File: src/inc/motion_regs_pkg.sv
// Register map, reset values and field positions of the motion sensor register bank
package motion_regs_pkg;
   // ----------------------------------------
   // Register offsets
   // ----------------------------------------
   localparam logic [7:0] ADDR_GYRO_X_SELFTEST   = 8'h00;
   localparam logic [7:0] ADDR_GYRO_Y_SELFTEST   = 8'h01;
   localparam logic [7:0] ADDR_GYRO_Z_SELFTEST   = 8'h02;
   localparam logic [7:0] ADDR_ACCEL_X_SELFTEST  = 8'h0d;
   localparam logic [7:0] ADDR_ACCEL_Y_SELFTEST  = 8'h0e;
   localparam logic [7:0] ADDR_ACCEL_Z_SELFTEST  = 8'h0f;
   localparam logic [7:0] ADDR_GYRO_X_TRIM_HIGH  = 8'h13;
   localparam logic [7:0] ADDR_GYRO_X_TRIM_LOW   = 8'h14;
   localparam logic [7:0] ADDR_GYRO_Y_TRIM_HIGH  = 8'h15;
   localparam logic [7:0] ADDR_GYRO_Y_TRIM_LOW   = 8'h16;
   localparam logic [7:0] ADDR_MOTION_DETECT     = 8'h69;
   localparam logic [7:0] ADDR_HOST_CONTROL      = 8'h6a;
   localparam logic [7:0] ADDR_POWER_ONE         = 8'h6b;
   localparam logic [7:0] ADDR_POWER_TWO         = 8'h6c;
   localparam logic [7:0] ADDR_QUEUE_LEVEL_HIGH  = 8'h72;
   localparam logic [7:0] ADDR_QUEUE_LEVEL_LOW   = 8'h73;
   localparam logic [7:0] ADDR_QUEUE_DATA        = 8'h74;
   localparam logic [7:0] ADDR_DEVICE_IDENTITY   = 8'h75;
   localparam logic [7:0] ADDR_ACCEL_X_TRIM_HIGH = 8'h77;
   localparam logic [7:0] ADDR_ACCEL_X_TRIM_LOW  = 8'h78;
   localparam logic [7:0] ADDR_ACCEL_Y_TRIM_HIGH = 8'h7a;
   localparam logic [7:0] ADDR_ACCEL_Y_TRIM_LOW  = 8'h7b;
   localparam logic [7:0] ADDR_ACCEL_Z_TRIM_HIGH = 8'h7d;
   localparam logic [7:0] ADDR_ACCEL_Z_TRIM_LOW  = 8'h7e;

   // ----------------------------------------
   // Reset values and fields
   // ----------------------------------------
   localparam logic [7:0] RESET_VALUE_ZERO      = 8'h00;
   localparam logic [7:0] RESET_POWER_ONE       = 8'h40;
   localparam int         POWER_ONE_RESET_BIT   = 7;
   localparam int         POWER_ONE_SLEEP_BIT   = 6;
   localparam int         QUEUE_LEVEL_WIDTH     = 13;
   localparam int         SELFTEST_COUNT        = 6;
   localparam int         SELFTEST_INDEX_WIDTH  = 3;
   localparam int         ACCEL_TRIM_WIDTH      = 15;
   localparam int         GYRO_WIDTH            = 16;
endpackage

File: src/inc/selftest_if.sv
// Carrier between the register bank and the factory self-test code store
`timescale 1ns/10ps
interface selftest_if;
   logic                                              wrEn;
   logic [motion_regs_pkg::SELFTEST_INDEX_WIDTH-1:0] wrIndex;
   logic [7:0]                                        wrData;
   logic [motion_regs_pkg::SELFTEST_COUNT*8-1:0]     codes;

   modport bank  (output wrEn, output wrIndex, output wrData, input codes);
   modport store (input wrEn, input wrIndex, input wrData, output codes);
endinterface

File: src/rtl/selftest_code_store.sv
// Holds the six factory self-test codes, loaded after reset, host-writable
`timescale 1ns/10ps
module selftest_code_store #(
   parameter int COUNT = motion_regs_pkg::SELFTEST_COUNT
) (
   // Clock and reset
   input  wire logic           clk,
   input  wire logic           rst_b,
   // Factory programmed values
   input  wire logic [COUNT*8-1:0] factoryCodes,
   // Bank side
   selftest_if.store          port
);
   logic [COUNT*8-1:0] codes_r;
   logic [COUNT*8-1:0] codes_nxt;
   logic               loaded_r;
   logic               loaded_nxt;

   // ----------------------------------------
   // Next state
   // ----------------------------------------
   always_comb begin
      codes_nxt  = codes_r;
      loaded_nxt = 1'b1;
      // Codes caught after release, never under the async reset
      if (!loaded_r) begin
         codes_nxt = factoryCodes;
      end
      // Host write wins over the load in the same cycle
      if (port.wrEn && (32'(port.wrIndex) < COUNT)) begin
         codes_nxt[port.wrIndex*8 +: 8] = port.wrData;
      end
   end

   always_ff @(posedge clk or negedge rst_b) begin
      if (!rst_b) begin
         codes_r  <= '0;
         loaded_r <= 1'b0;
      end else begin
         codes_r  <= codes_nxt;
         loaded_r <= loaded_nxt;
      end
   end

   assign port.codes = codes_r;
endmodule

File: src/rtl/gyro_trim_adder.sv
// Adds a signed user trim to one raw gyroscope axis and holds the result
`timescale 1ns/10ps
module gyro_trim_adder #(
   parameter int WIDTH = motion_regs_pkg::GYRO_WIDTH
) (
   // Clock and reset
   input  wire logic             clk,
   input  wire logic             rst_b,
   // Sample in
   input  wire logic             sampleValid,
   input  wire logic [WIDTH-1:0] rawValue,
   input  wire logic [WIDTH-1:0] trimValue,
   // Corrected sample out
   output logic      [WIDTH-1:0] outValue
);
   logic [WIDTH-1:0] out_r;
   logic [WIDTH-1:0] out_nxt;

   always_comb begin
      out_nxt = out_r;
      // Two's complement sum wraps like the sensor register does
      if (sampleValid) begin
         out_nxt = WIDTH'(rawValue + trimValue);
      end
   end

   always_ff @(posedge clk or negedge rst_b) begin
      if (!rst_b) begin
         out_r <= '0;
      end else begin
         out_r <= out_nxt;
      end
   end

   assign outValue = out_r;
endmodule

File: src/rtl/motion_sensor_register_bank.sv
// Host register bank of the motion sensor: control, queue port, identity and trims
//
// Functional notes
// - Multi-byte values: high byte in the _high register, low byte in _low.
// - Everything resets to zero except power control one (0x40), identity, self-test codes.
// - Self-test registers come up holding factory values, not zero.
// - Six self-test registers each show an eight-bit factory code.
// - Device starts asleep and stays asleep until host changes power settings.
// - Signed gyro trim is added to the raw axis before the output register.
// - Gyro X and Y trims: first byte holds bits 15..8, second 7..0.
`timescale 1ns/10ps
module motion_sensor_register_bank #(
   parameter logic [7:0] DEVICE_ID = 8'h5a   // Arbitrary identity value
) (
   // Clock and reset
   input  wire logic        clk,
   input  wire logic        rst_b,
   // Serial register access
   input  wire logic [7:0]  regAddr,
   input  wire logic        regWrite,
   input  wire logic        regRead,
   input  wire logic [7:0]  regWriteData,
   output logic      [7:0]  regReadData,
   output logic             regReadValid,
   // Factory programmed self-test codes
   input  wire logic [47:0] factoryCodes,
   // Queue side
   input  wire logic [12:0] queueLevel,
   input  wire logic [7:0]  queueReadData,
   output logic             queuePop,
   output logic             queuePush,
   output logic      [7:0]  queuePushData,
   // Gyro samples
   input  wire logic        gyroSampleValid,
   input  wire logic [15:0] gyroXRaw,
   input  wire logic [15:0] gyroYRaw,
   output logic      [15:0] gyroXOut,
   output logic      [15:0] gyroYOut,
   // Control outputs
   output logic      [7:0]  motionDetectCtrl,
   output logic      [7:0]  hostCtrl,
   output logic      [7:0]  powerOne,
   output logic      [7:0]  powerTwo,
   output logic             sleepMode,
   output logic      [47:0] selftestCodes,
   output logic      [14:0] accelXTrim,
   output logic      [14:0] accelYTrim,
   output logic      [14:0] accelZTrim
);
   // ----------------------------------------
   // Storage
   // ----------------------------------------
   logic [7:0]  motion_r;
   logic [7:0]  motion_nxt;
   logic [7:0]  host_r;
   logic [7:0]  host_nxt;
   logic [7:0]  pwrOne_r;
   logic [7:0]  pwrOne_nxt;
   logic [7:0]  pwrTwo_r;
   logic [7:0]  pwrTwo_nxt;

   logic [15:0] gyroXTrim_r;
   logic [15:0] gyroXTrim_nxt;
   logic [15:0] gyroYTrim_r;
   logic [15:0] gyroYTrim_nxt;
   logic [14:0] accX_r;
   logic [14:0] accX_nxt;
   logic [14:0] accY_r;
   logic [14:0] accY_nxt;
   logic [14:0] accZ_r;
   logic [14:0] accZ_nxt;

   logic [7:0]  rdData_r;
   logic [7:0]  rdData_nxt;
   logic        rdValid_r;
   logic        rdValid_nxt;
   logic        pop_r;
   logic        pop_nxt;
   logic        push_r;
   logic        push_nxt;
   logic [7:0]  pushData_r;
   logic [7:0]  pushData_nxt;

   logic [7:0]  readMux;
   logic        softReset;

   // Factory code store, loaded once after reset release
   selftest_if stIf ();

   selftest_code_store #(
      .COUNT (motion_regs_pkg::SELFTEST_COUNT)
   ) u_selftest (
      .clk          (clk),
      .rst_b        (rst_b),
      .factoryCodes (factoryCodes),
      .port         (stIf.store)
   );

   // ----------------------------------------
   // Self-test write path
   // ----------------------------------------
   // six factory code registers mapped to store slots
   always_comb begin
      // Soft reset cycle drops self-test writes like all others
      stIf.wrEn    = regWrite && !softReset;
      stIf.wrData  = regWriteData;
      stIf.wrIndex = 3'h7;
      unique case (regAddr)
         motion_regs_pkg::ADDR_GYRO_X_SELFTEST:  stIf.wrIndex = 3'h0;
         motion_regs_pkg::ADDR_GYRO_Y_SELFTEST:  stIf.wrIndex = 3'h1;
         motion_regs_pkg::ADDR_GYRO_Z_SELFTEST:  stIf.wrIndex = 3'h2;
         motion_regs_pkg::ADDR_ACCEL_X_SELFTEST: stIf.wrIndex = 3'h3;
         motion_regs_pkg::ADDR_ACCEL_Y_SELFTEST: stIf.wrIndex = 3'h4;
         motion_regs_pkg::ADDR_ACCEL_Z_SELFTEST: stIf.wrIndex = 3'h5;
         default:                                stIf.wrIndex = 3'h7;
      endcase
   end

   // ----------------------------------------
   // Read mux
   // ----------------------------------------
   // high suffix carries the upper bits of each wide value
   always_comb begin
      unique case (regAddr)
         motion_regs_pkg::ADDR_GYRO_X_SELFTEST:   readMux = stIf.codes[7:0];
         motion_regs_pkg::ADDR_GYRO_Y_SELFTEST:   readMux = stIf.codes[15:8];
         motion_regs_pkg::ADDR_GYRO_Z_SELFTEST:   readMux = stIf.codes[23:16];
         motion_regs_pkg::ADDR_ACCEL_X_SELFTEST:  readMux = stIf.codes[31:24];
         motion_regs_pkg::ADDR_ACCEL_Y_SELFTEST:  readMux = stIf.codes[39:32];
         motion_regs_pkg::ADDR_ACCEL_Z_SELFTEST:  readMux = stIf.codes[47:40];
         motion_regs_pkg::ADDR_GYRO_X_TRIM_HIGH:  readMux = gyroXTrim_r[15:8];
         motion_regs_pkg::ADDR_GYRO_X_TRIM_LOW:   readMux = gyroXTrim_r[7:0];
         motion_regs_pkg::ADDR_GYRO_Y_TRIM_HIGH:  readMux = gyroYTrim_r[15:8];
         motion_regs_pkg::ADDR_GYRO_Y_TRIM_LOW:   readMux = gyroYTrim_r[7:0];
         motion_regs_pkg::ADDR_MOTION_DETECT:     readMux = motion_r;
         motion_regs_pkg::ADDR_HOST_CONTROL:      readMux = host_r;
         motion_regs_pkg::ADDR_POWER_ONE:         readMux = pwrOne_r;
         motion_regs_pkg::ADDR_POWER_TWO:         readMux = pwrTwo_r;
         motion_regs_pkg::ADDR_QUEUE_LEVEL_HIGH:  readMux = {3'h0, queueLevel[12:8]};
         motion_regs_pkg::ADDR_QUEUE_LEVEL_LOW:   readMux = queueLevel[7:0];
         // Queue byte is registered like the others; the pop pulse comes out in the same cycle as the answer
         motion_regs_pkg::ADDR_QUEUE_DATA:        readMux = queueReadData;
         motion_regs_pkg::ADDR_DEVICE_IDENTITY:   readMux = DEVICE_ID;
         // Unused lowest bit of each accel low byte reads zero
         motion_regs_pkg::ADDR_ACCEL_X_TRIM_HIGH: readMux = accX_r[14:7];
         motion_regs_pkg::ADDR_ACCEL_X_TRIM_LOW:  readMux = {accX_r[6:0], 1'b0};
         motion_regs_pkg::ADDR_ACCEL_Y_TRIM_HIGH: readMux = accY_r[14:7];
         motion_regs_pkg::ADDR_ACCEL_Y_TRIM_LOW:  readMux = {accY_r[6:0], 1'b0};
         motion_regs_pkg::ADDR_ACCEL_Z_TRIM_HIGH: readMux = accZ_r[14:7];
         motion_regs_pkg::ADDR_ACCEL_Z_TRIM_LOW:  readMux = {accZ_r[6:0], 1'b0};
         default:                                 readMux = 8'h00;
      endcase
   end

   // ----------------------------------------
   // Register next state
   // ----------------------------------------
   // Self-clearing device reset bit returns the control and trim registers to reset values, while the self-test codes keep their contents
   assign softReset = pwrOne_r[motion_regs_pkg::POWER_ONE_RESET_BIT];

   always_comb begin
      motion_nxt    = motion_r;
      host_nxt      = host_r;
      pwrOne_nxt    = pwrOne_r;
      pwrTwo_nxt    = pwrTwo_r;
      gyroXTrim_nxt = gyroXTrim_r;
      gyroYTrim_nxt = gyroYTrim_r;
      accX_nxt      = accX_r;
      accY_nxt      = accY_r;
      accZ_nxt      = accZ_r;
      push_nxt      = 1'b0;
      pushData_nxt  = pushData_r;
      pop_nxt       = regRead && (regAddr == motion_regs_pkg::ADDR_QUEUE_DATA);
      // one byte answered per addressed read
      rdValid_nxt   = regRead;
      rdData_nxt    = regRead ? readMux : rdData_r;
      // Reset wins over a write landing in the same cycle
      if (softReset) begin
         motion_nxt    = motion_regs_pkg::RESET_VALUE_ZERO;
         host_nxt      = motion_regs_pkg::RESET_VALUE_ZERO;
         pwrOne_nxt    = motion_regs_pkg::RESET_POWER_ONE;
         pwrTwo_nxt    = motion_regs_pkg::RESET_VALUE_ZERO;
         gyroXTrim_nxt = '0;
         gyroYTrim_nxt = '0;
         accX_nxt      = '0;
         accY_nxt      = '0;
         accZ_nxt      = '0;
      end else if (regWrite) begin
         // read-only offsets fall to default and store nothing
         unique case (regAddr)
            // trim high byte bits 15..8, low byte bits 7..0
            motion_regs_pkg::ADDR_GYRO_X_TRIM_HIGH:  gyroXTrim_nxt[15:8] = regWriteData;
            motion_regs_pkg::ADDR_GYRO_X_TRIM_LOW:   gyroXTrim_nxt[7:0]  = regWriteData;
            motion_regs_pkg::ADDR_GYRO_Y_TRIM_HIGH:  gyroYTrim_nxt[15:8] = regWriteData;
            motion_regs_pkg::ADDR_GYRO_Y_TRIM_LOW:   gyroYTrim_nxt[7:0]  = regWriteData;
            motion_regs_pkg::ADDR_MOTION_DETECT:     motion_nxt          = regWriteData;
            motion_regs_pkg::ADDR_HOST_CONTROL:      host_nxt            = regWriteData;
            // sleep left only by a host write here
            motion_regs_pkg::ADDR_POWER_ONE:         pwrOne_nxt          = regWriteData;
            motion_regs_pkg::ADDR_POWER_TWO:         pwrTwo_nxt          = regWriteData;
            motion_regs_pkg::ADDR_QUEUE_DATA: begin
               push_nxt     = 1'b1;
               pushData_nxt = regWriteData;
            end
            motion_regs_pkg::ADDR_ACCEL_X_TRIM_HIGH: accX_nxt[14:7]      = regWriteData;
            motion_regs_pkg::ADDR_ACCEL_X_TRIM_LOW:  accX_nxt[6:0]       = regWriteData[7:1];
            motion_regs_pkg::ADDR_ACCEL_Y_TRIM_HIGH: accY_nxt[14:7]      = regWriteData;
            motion_regs_pkg::ADDR_ACCEL_Y_TRIM_LOW:  accY_nxt[6:0]       = regWriteData[7:1];
            motion_regs_pkg::ADDR_ACCEL_Z_TRIM_HIGH: accZ_nxt[14:7]      = regWriteData;
            motion_regs_pkg::ADDR_ACCEL_Z_TRIM_LOW:  accZ_nxt[6:0]       = regWriteData[7:1];
            default:                                 ;
         endcase
      end
   end

   always_ff @(posedge clk or negedge rst_b) begin
      if (!rst_b) begin
         motion_r    <= motion_regs_pkg::RESET_VALUE_ZERO;
         host_r      <= motion_regs_pkg::RESET_VALUE_ZERO;
         pwrOne_r    <= motion_regs_pkg::RESET_POWER_ONE;
         pwrTwo_r    <= motion_regs_pkg::RESET_VALUE_ZERO;
         gyroXTrim_r <= '0;
         gyroYTrim_r <= '0;
         accX_r      <= '0;
         accY_r      <= '0;
         accZ_r      <= '0;
         rdData_r    <= motion_regs_pkg::RESET_VALUE_ZERO;
         rdValid_r   <= 1'b0;
         pop_r       <= 1'b0;
         push_r      <= 1'b0;
         pushData_r  <= motion_regs_pkg::RESET_VALUE_ZERO;
      end else begin
         motion_r    <= motion_nxt;
         host_r      <= host_nxt;
         pwrOne_r    <= pwrOne_nxt;
         pwrTwo_r    <= pwrTwo_nxt;
         gyroXTrim_r <= gyroXTrim_nxt;
         gyroYTrim_r <= gyroYTrim_nxt;
         accX_r      <= accX_nxt;
         accY_r      <= accY_nxt;
         accZ_r      <= accZ_nxt;
         rdData_r    <= rdData_nxt;
         rdValid_r   <= rdValid_nxt;
         pop_r       <= pop_nxt;
         push_r      <= push_nxt;
         pushData_r  <= pushData_nxt;
      end
   end

   // ----------------------------------------
   // Gyro offset correction
   // ----------------------------------------
   // trim added before the output register
   gyro_trim_adder #(
      .WIDTH (motion_regs_pkg::GYRO_WIDTH)
   ) u_gyro_x (
      .clk         (clk),
      .rst_b       (rst_b),
      .sampleValid (gyroSampleValid),
      .rawValue    (gyroXRaw),
      .trimValue   (gyroXTrim_r),
      .outValue    (gyroXOut)
   );

   gyro_trim_adder #(
      .WIDTH (motion_regs_pkg::GYRO_WIDTH)
   ) u_gyro_y (
      .clk         (clk),
      .rst_b       (rst_b),
      .sampleValid (gyroSampleValid),
      .rawValue    (gyroYRaw),
      .trimValue   (gyroYTrim_r),
      .outValue    (gyroYOut)
   );

   // ----------------------------------------
   // Outputs
   // ----------------------------------------
   assign regReadData      = rdData_r;
   assign regReadValid     = rdValid_r;

   assign queuePop         = pop_r;
   assign queuePush        = push_r;
   assign queuePushData    = pushData_r;

   assign motionDetectCtrl = motion_r;
   assign hostCtrl         = host_r;
   assign powerOne         = pwrOne_r;
   assign powerTwo         = pwrTwo_r;

   assign sleepMode        = pwrOne_r[motion_regs_pkg::POWER_ONE_SLEEP_BIT];
   // factory codes as held in the store
   assign selftestCodes    = stIf.codes;

   assign accelXTrim       = accX_r;
   assign accelYTrim       = accY_r;
   assign accelZTrim       = accZ_r;
endmodule

File: config.mk
export PLATFORM = sky130hd
export DESIGN_NAME = motion_sensor_register_bank
export DESIGN_NICKNAME = d
export VERILOG_FILES = /design/src/inc/motion_regs_pkg.sv /design/src/inc/selftest_if.sv /design/src/rtl/selftest_code_store.sv /design/src/rtl/gyro_trim_adder.sv /design/src/rtl/motion_sensor_register_bank.sv
export SDC_FILE = /design/constraint.sdc
export NUM_CORES = 1
export LEC_CHECK = 0
export BUFFER_PORTS_ARGS = -buffer_cell sky130_fd_sc_hd__buf_2
export CORE_MARGIN = 5
export CORE_UTILIZATION = 40
export CTS_CLUSTER_DIAMETER = 60
export DETAILED_ROUTE_END_ITERATION = 10
export PLACE_DENSITY = 0.73
export SLEW_MARGIN = 20
export SYNTH_ARGS = -nofsm -noshare
export SYNTH_HDL_FRONTEND = slang
export SYNTH_SLANG_ARGS = --single-unit
File: constraint.sdc
create_clock -name clk -period 2.7 [get_ports clk]
set_clock_uncertainty 0.15 [all_clocks]
set_input_delay 0.54 -clock clk [delete_from_list [all_inputs] [get_ports clk]]
set_output_delay 0.54 -clock clk [all_outputs]
set_load 0.01 [all_outputs]
# After elaboration in Yosys (flattened, before gate mapping)
# Index checks and enable logic that the tools add are counted.
# word_totals
input_bits,122
output_inout_bits,177
reg_bits,209
word_cells,129
# classes
muxes,40
shift,2
reduce_logical,35
order_cmp,1
n_bitwise,1
n_addsub,3
eq_ne,23
# ops
op,n
$pmux 8 s24,1
$mux 8,19
$eq 8x7->1 const B,14
$mux 48,2
$mux 15,6
$mux 16,4
$bwmux 48,1
$shift 8x34->48 const A,1
$shiftx 8x34->48,1
$neg 6->34,1
$add 16x16->16,2
$eq 8x5->1 const B,4
$reduce_bool 2->1,15
$reduce_and 2->1,14
$eq 8x4->1 const B,3
$mux 7,3
$pmux 3 s6,1
$eq 8x1->1 const B,1
$eq 8x2->1 const B,1
$logic_not 8->1,1
$logic_and 1x1->1,3
$lt 3x3->1 const B,1
$mux 1,3
$reduce_and 3->1,1
other kinds (2),2

# Longest topological paths before layout
# logic_depth
ltp_word,6
ltp_mapped,15
depth_no_buf,11

# Modules after synthesis
# From an unflattened synthesis, not the netlist that was laid out.
# hier_totals
hier_cells,1308
hier_area_um2,12781.0
# by_module_without_submodules
mod,cells_per_inst,n_inst,area_per_inst_um2,seq_area_each_um2
motion_sensor_register_bank,784,1,7372.1,3204.3
gyro_trim_adder,155,2,1403.8,400.4
selftest_code_store,214,1,2601.2,1226.2

# Worst setup path before layout
# No wires, ideal clock.
# synth_path
kind,in2reg
startpoint,input regAddr[2]
endpoint,register u_selftest.codes_r[6] (netlist: u_selftest.port.codes[6])
path_buffers,4
required_time_ns,2.424
t_arrival_ns,3.558
setup_time_ns,0.126
setup_slack_ns,-1.133
path_stages,14
path_cell_list,clkbuf_1 -> buf_2 -> and2_1 -> and3_1 -> o21ai_0 -> inv_1 -> ha_1 -> ha_1 -> or3_1 -> or4_1 -> clkbuf_1 -> buf_2 -> nor2_1 -> a21oi_1
# synth_via
elab_chain_cells,6
word_cells_on_any_way,14
classes_between,add/sub: 1; order compare: 1; eq/ne: 5; shift: 2; mux: 3; reduce/logical: 2
# synth_lines
item,line_no,rtl
start: declaration,motion_sensor_register_bank.sv:19,"input wire logic [7:0] regAddr,"
"$eq 8x4->1, or another cell as far along",motion_sensor_register_bank.sv:108,unique case (regAddr)
$pmux 3 s6 *,motion_sensor_register_bank.sv:108,
$neg 6->34,selftest_code_store.sv:31,codes_nxt[port.wrIndex*8 +: 8] = port.wrData;
$shiftx 8x34->48 or $shift 8x34->48 (tied branches),selftest_code_store.sv:31,
$bwmux 48,selftest_code_store.sv:31,
$mux 48 *,selftest_code_store.sv:30,if (port.wrEn && (32'(port.wrIndex) < COUNT)) begin
net u_selftest.codes_nxt[6],selftest_code_store.sv:15,logic [COUNT*8-1:0] codes_nxt;
end signal: assignment,selftest_code_store.sv:40,codes_r <= codes_nxt;
end: declaration,selftest_code_store.sv:14,logic [COUNT*8-1:0] codes_r;
# Mark *: on every way through the listed nets, which the timed path passes. The rest lies on a longest branch.
# A chain may end at the register's enable or synchronous reset.

# Worst setup path in the final report
# layout_path
startpoint,input regAddr[6]
endpoint,register u_selftest.codes_r[7] (netlist: u_selftest.port.codes[7])
# Same word-level chain as after synthesis.

==> out/qor.yml <==
timing:
  fmax_mhz: 350
  slew_violations: 0
  setup_viol: 8
  min_period_ns: 2.85
  worst_slack_ns: -0.154
  setup-tns-final_ns: -1.08
  slew_headroom: 0.449
  worst_pin_slew_ns: 0.827
  rsz0062_at_grt: "yes"
  period_share: 1.06
  hold_ws_ns: 0.150
  hold_viol: 0
die:
  pin_count: 299
  die-area_um2: 34400
  dieHeight_um: 185
  initial_core_util: 0.403
  die_w_um: 185
  num_rows: 64
  coreArea_um2: 30500
power_and_ir_drop:
  power_mw: 8.65
  irDropWorstVdd_uv: 411
  p_leak_nw: 8.52
  power.density_nw_per_um2: 520
detailed_routing:
  drt_iter0_drc: 1262
  drc: 0
  postRouteAntennaNets: 0
  wl_mm: 50.7
  routed_via_density: 5.86
  wl_per_cell_um: 23.9
  drt-pass1-iter-count: 5
  vias: 12420
yosys:
  synth_top_cell_by_area: "dfrtp_1"
  syn_nets: 1418
  synth_common_cells: "dfrtp_1, nor2_1, mux2i_1, nand2_1, a21oi_1"
  synthCells: 1262
  yosysMostFrequentCell: "dfrtp_1"
  syn-cell-area_um2: 12300
  yosysWarnings: 0
  ys.flop_type: "dfrtp_1"
  yosysTopAreaCellShare: 0.423
  ys_seq_area_frac: 0.425
  synth_cell_type_count: 83
  syn_area_per_cell_um2: 9.75
  synthTopCellsByArea: "dfrtp_1, mux2i_1, nor2_1, mux2_2, ha_1"
  async_reset_ff_frac: 1.00
  ys_ff_latch: 209
  synth_edf_count: 0
outcome:
  status: "finished, violations left"
  failed_checks: "negative setup slack"
worst_setup_path:
  path_buf_inv: 3
  crit_required_ns: 2.96
  cp_max_fo: 8
  cpPeakStageDelay_ns: 0.57
  startpoint_type: "primary input"
  crit_chain: "buf_6, or4_4, nor3_4, buf_6, a21oi_2, nor2_2, ha_4, or3_4, or4_4, buf_8, a21oi_2, a21oi_1"
  worst_setup_path_end_kind: "register"
  worstPathArrival_ns: 3.12
  path_delay_family: "simple AND/OR/NAND/NOR gates"
  crit_path_top_delay_cell: "or4_4"
  crit_type: "primary input to register"
job:
  max_cap_violations: 0
final_layout:
  layout.cells.non_filler: 2120
  layout-drive-gt1-share: 0.385
  utilization: 0.546
  final_net_count: 1861
  synthToLayoutAreaGrowth_pct: 35.2
  fill_cells: 2698
  final_area_um2: 16600
  insertedDiodeCount: 0
global_route:
  grt_pass1_wl_mm: 74.1
  grt_util_all_layers: 0.283
  grt_max_degree: 105
  grt.overflow.total: 0
  antenna_found_initial: 0
  first_global_vias: 12054
place:
  port_buffers: 298
  dp_cells: 2066
  dpl_cell_area_um2: 15500
  hpwl_mm: 39.3
  gp_congestion: 1.09
  post-place-ws_ns: -0.756
clocking:
  htreeDepth: 1
  root_buffer: "clkbuf_16"
  cts_buffers: 27
  path_clk_slew_ns: 0.06
  cts_sinks: 209
  clock_path_buffers: 3
  clock_latency_ns: 0.53
  cts_tree: "done"
hold_path:
  hold_class: "primary input to register"
-- final timing paths --
kind	end	depth (start not counted)	slack (ns)	start
min in group asynchronous	u_selftest.port.codes[32]$_DFF_PN0_	2	0.32	rst_b
max reg2reg	u_gyro_x.outValue[14]$_DFFE_PN0P_	7	0.14	gyroXTrim_r[7]$_DFFE_PN0P_
min reg2reg	u_gyro_y.outValue[8]$_DFFE_PN0P_	2	0.33	u_gyro_y.outValue[8]$_DFFE_PN0P_
max in group asynchronous	gyroYTrim_r[0]$_DFFE_PN0P_	3	1.21	rst_b
max	u_selftest.port.codes[7]$_DFF_PN0_	12	-0.15	regAddr[6]
min	u_selftest.port.codes[31]$_DFF_PN0_	3	0.15	factoryCodes[31]
-- kinds of logic (layout without fill, tap and decap cells) --
logic type      count (synthesis)  in the layout  synth area share
compound gates                284            284             0.160
xor+xnor                       16             16            0.0114
fa+ha+maj                      34             34            0.0358
buf+inv                       115            577            0.0397
flops                         209            209             0.425
mux                           190            190             0.162
other cells                     1              1          0.000305
simple gates                  413            413             0.165
-- layer usage --
metal,GRT usage,share of wire,vias to the layer above
met2,0.443,0.46,728
met1,0.385,0.40,6049
met4,0.101,0.038,0
met3,0.0656,0.10,115
met5,0,0,-
li1,-,-,5528
-- final cells by class --
| cell class | count | area, um2 | area share |
|---|---|---|---|
| sequential | 209 | 5240 | 0.315 |
| clock inverter | 14 | 143 | 0.00857 |
| inverter | 27 | 101 | 0.00609 |
| tap | 396 | 495 | 0.0298 |
| timing repair buffer | 502 | 3180 | 0.191 |
| clock buffer | 34 | 732 | 0.0440 |
| multi-input combinational | 938 | 6760 | 0.406 |
-- repair_timing --
item                                    CTS  global route
endpoints found under the setup margin   10            30
pin swaps                                 4             5
gates resized for setup                  17            30
hold buffers                              1             0
hold endpoints to repair                 24             0
buffers inserted                          1             3
gates cloned                              1             1
-- placed cells by master (no fill, tap or decap), types with 9 or more instances in the layout --
cell type and n:
buf_2 296, dfrtp_1 205, buf_4 191, nor2_1 144, mux2i_1 143, nand2_1 85, a21oi_1 61, mux2_2 44
nand3_1 40, o21ai_0 36, ha_1 30, clkbuf_16 28, inv_1 25, nand2b_1 24, a22oi_1 20, o21ai_2 16
nand4_1 15, o22ai_1 13, nor2b_1 12, nor3_1 11, nor4_1 11, o21a_1 11, a22o_1 10, a32oi_1 10
a21o_1 10, xnor2_1 10, o21ai_1 9, buf_12 9
-- worst register-to-register path, delay by kind of cell (launching register included) --
kind | cells | cell delay (ns)
flops | 1 | 0.40
simple gates | 2 | 0.60
compound gates | 4 | 0.98
fa+ha+maj | 1 | 0.30
-- state kept, by name, summed over array words and instances, names as in the netlist, 8 cells and up --
register / cells
powerTwo: 8
accelYTrim: 15
gyroYTrim_r: 16
u_gyro_x.outValue: 16
regReadData: 8
accelXTrim: 15
u_selftest.port.codes: 48
u_gyro_y.outValue: 16
queuePushData: 8
motionDetectCtrl: 8
accelZTrim: 15
powerOne: 8
hostCtrl: 8
gyroXTrim_r: 16
-- where the power goes --
| group | internal (mW) | switching, mW |
|---|---|---|
| logic | 0.667 | 0.855 |
| clock network | 2.12 | 1.42 |
| registers | 3.35 | 0.238 |
| total | 6.14 | 2.51 |
No activity file was read; power rests on OpenSTA's default activity.
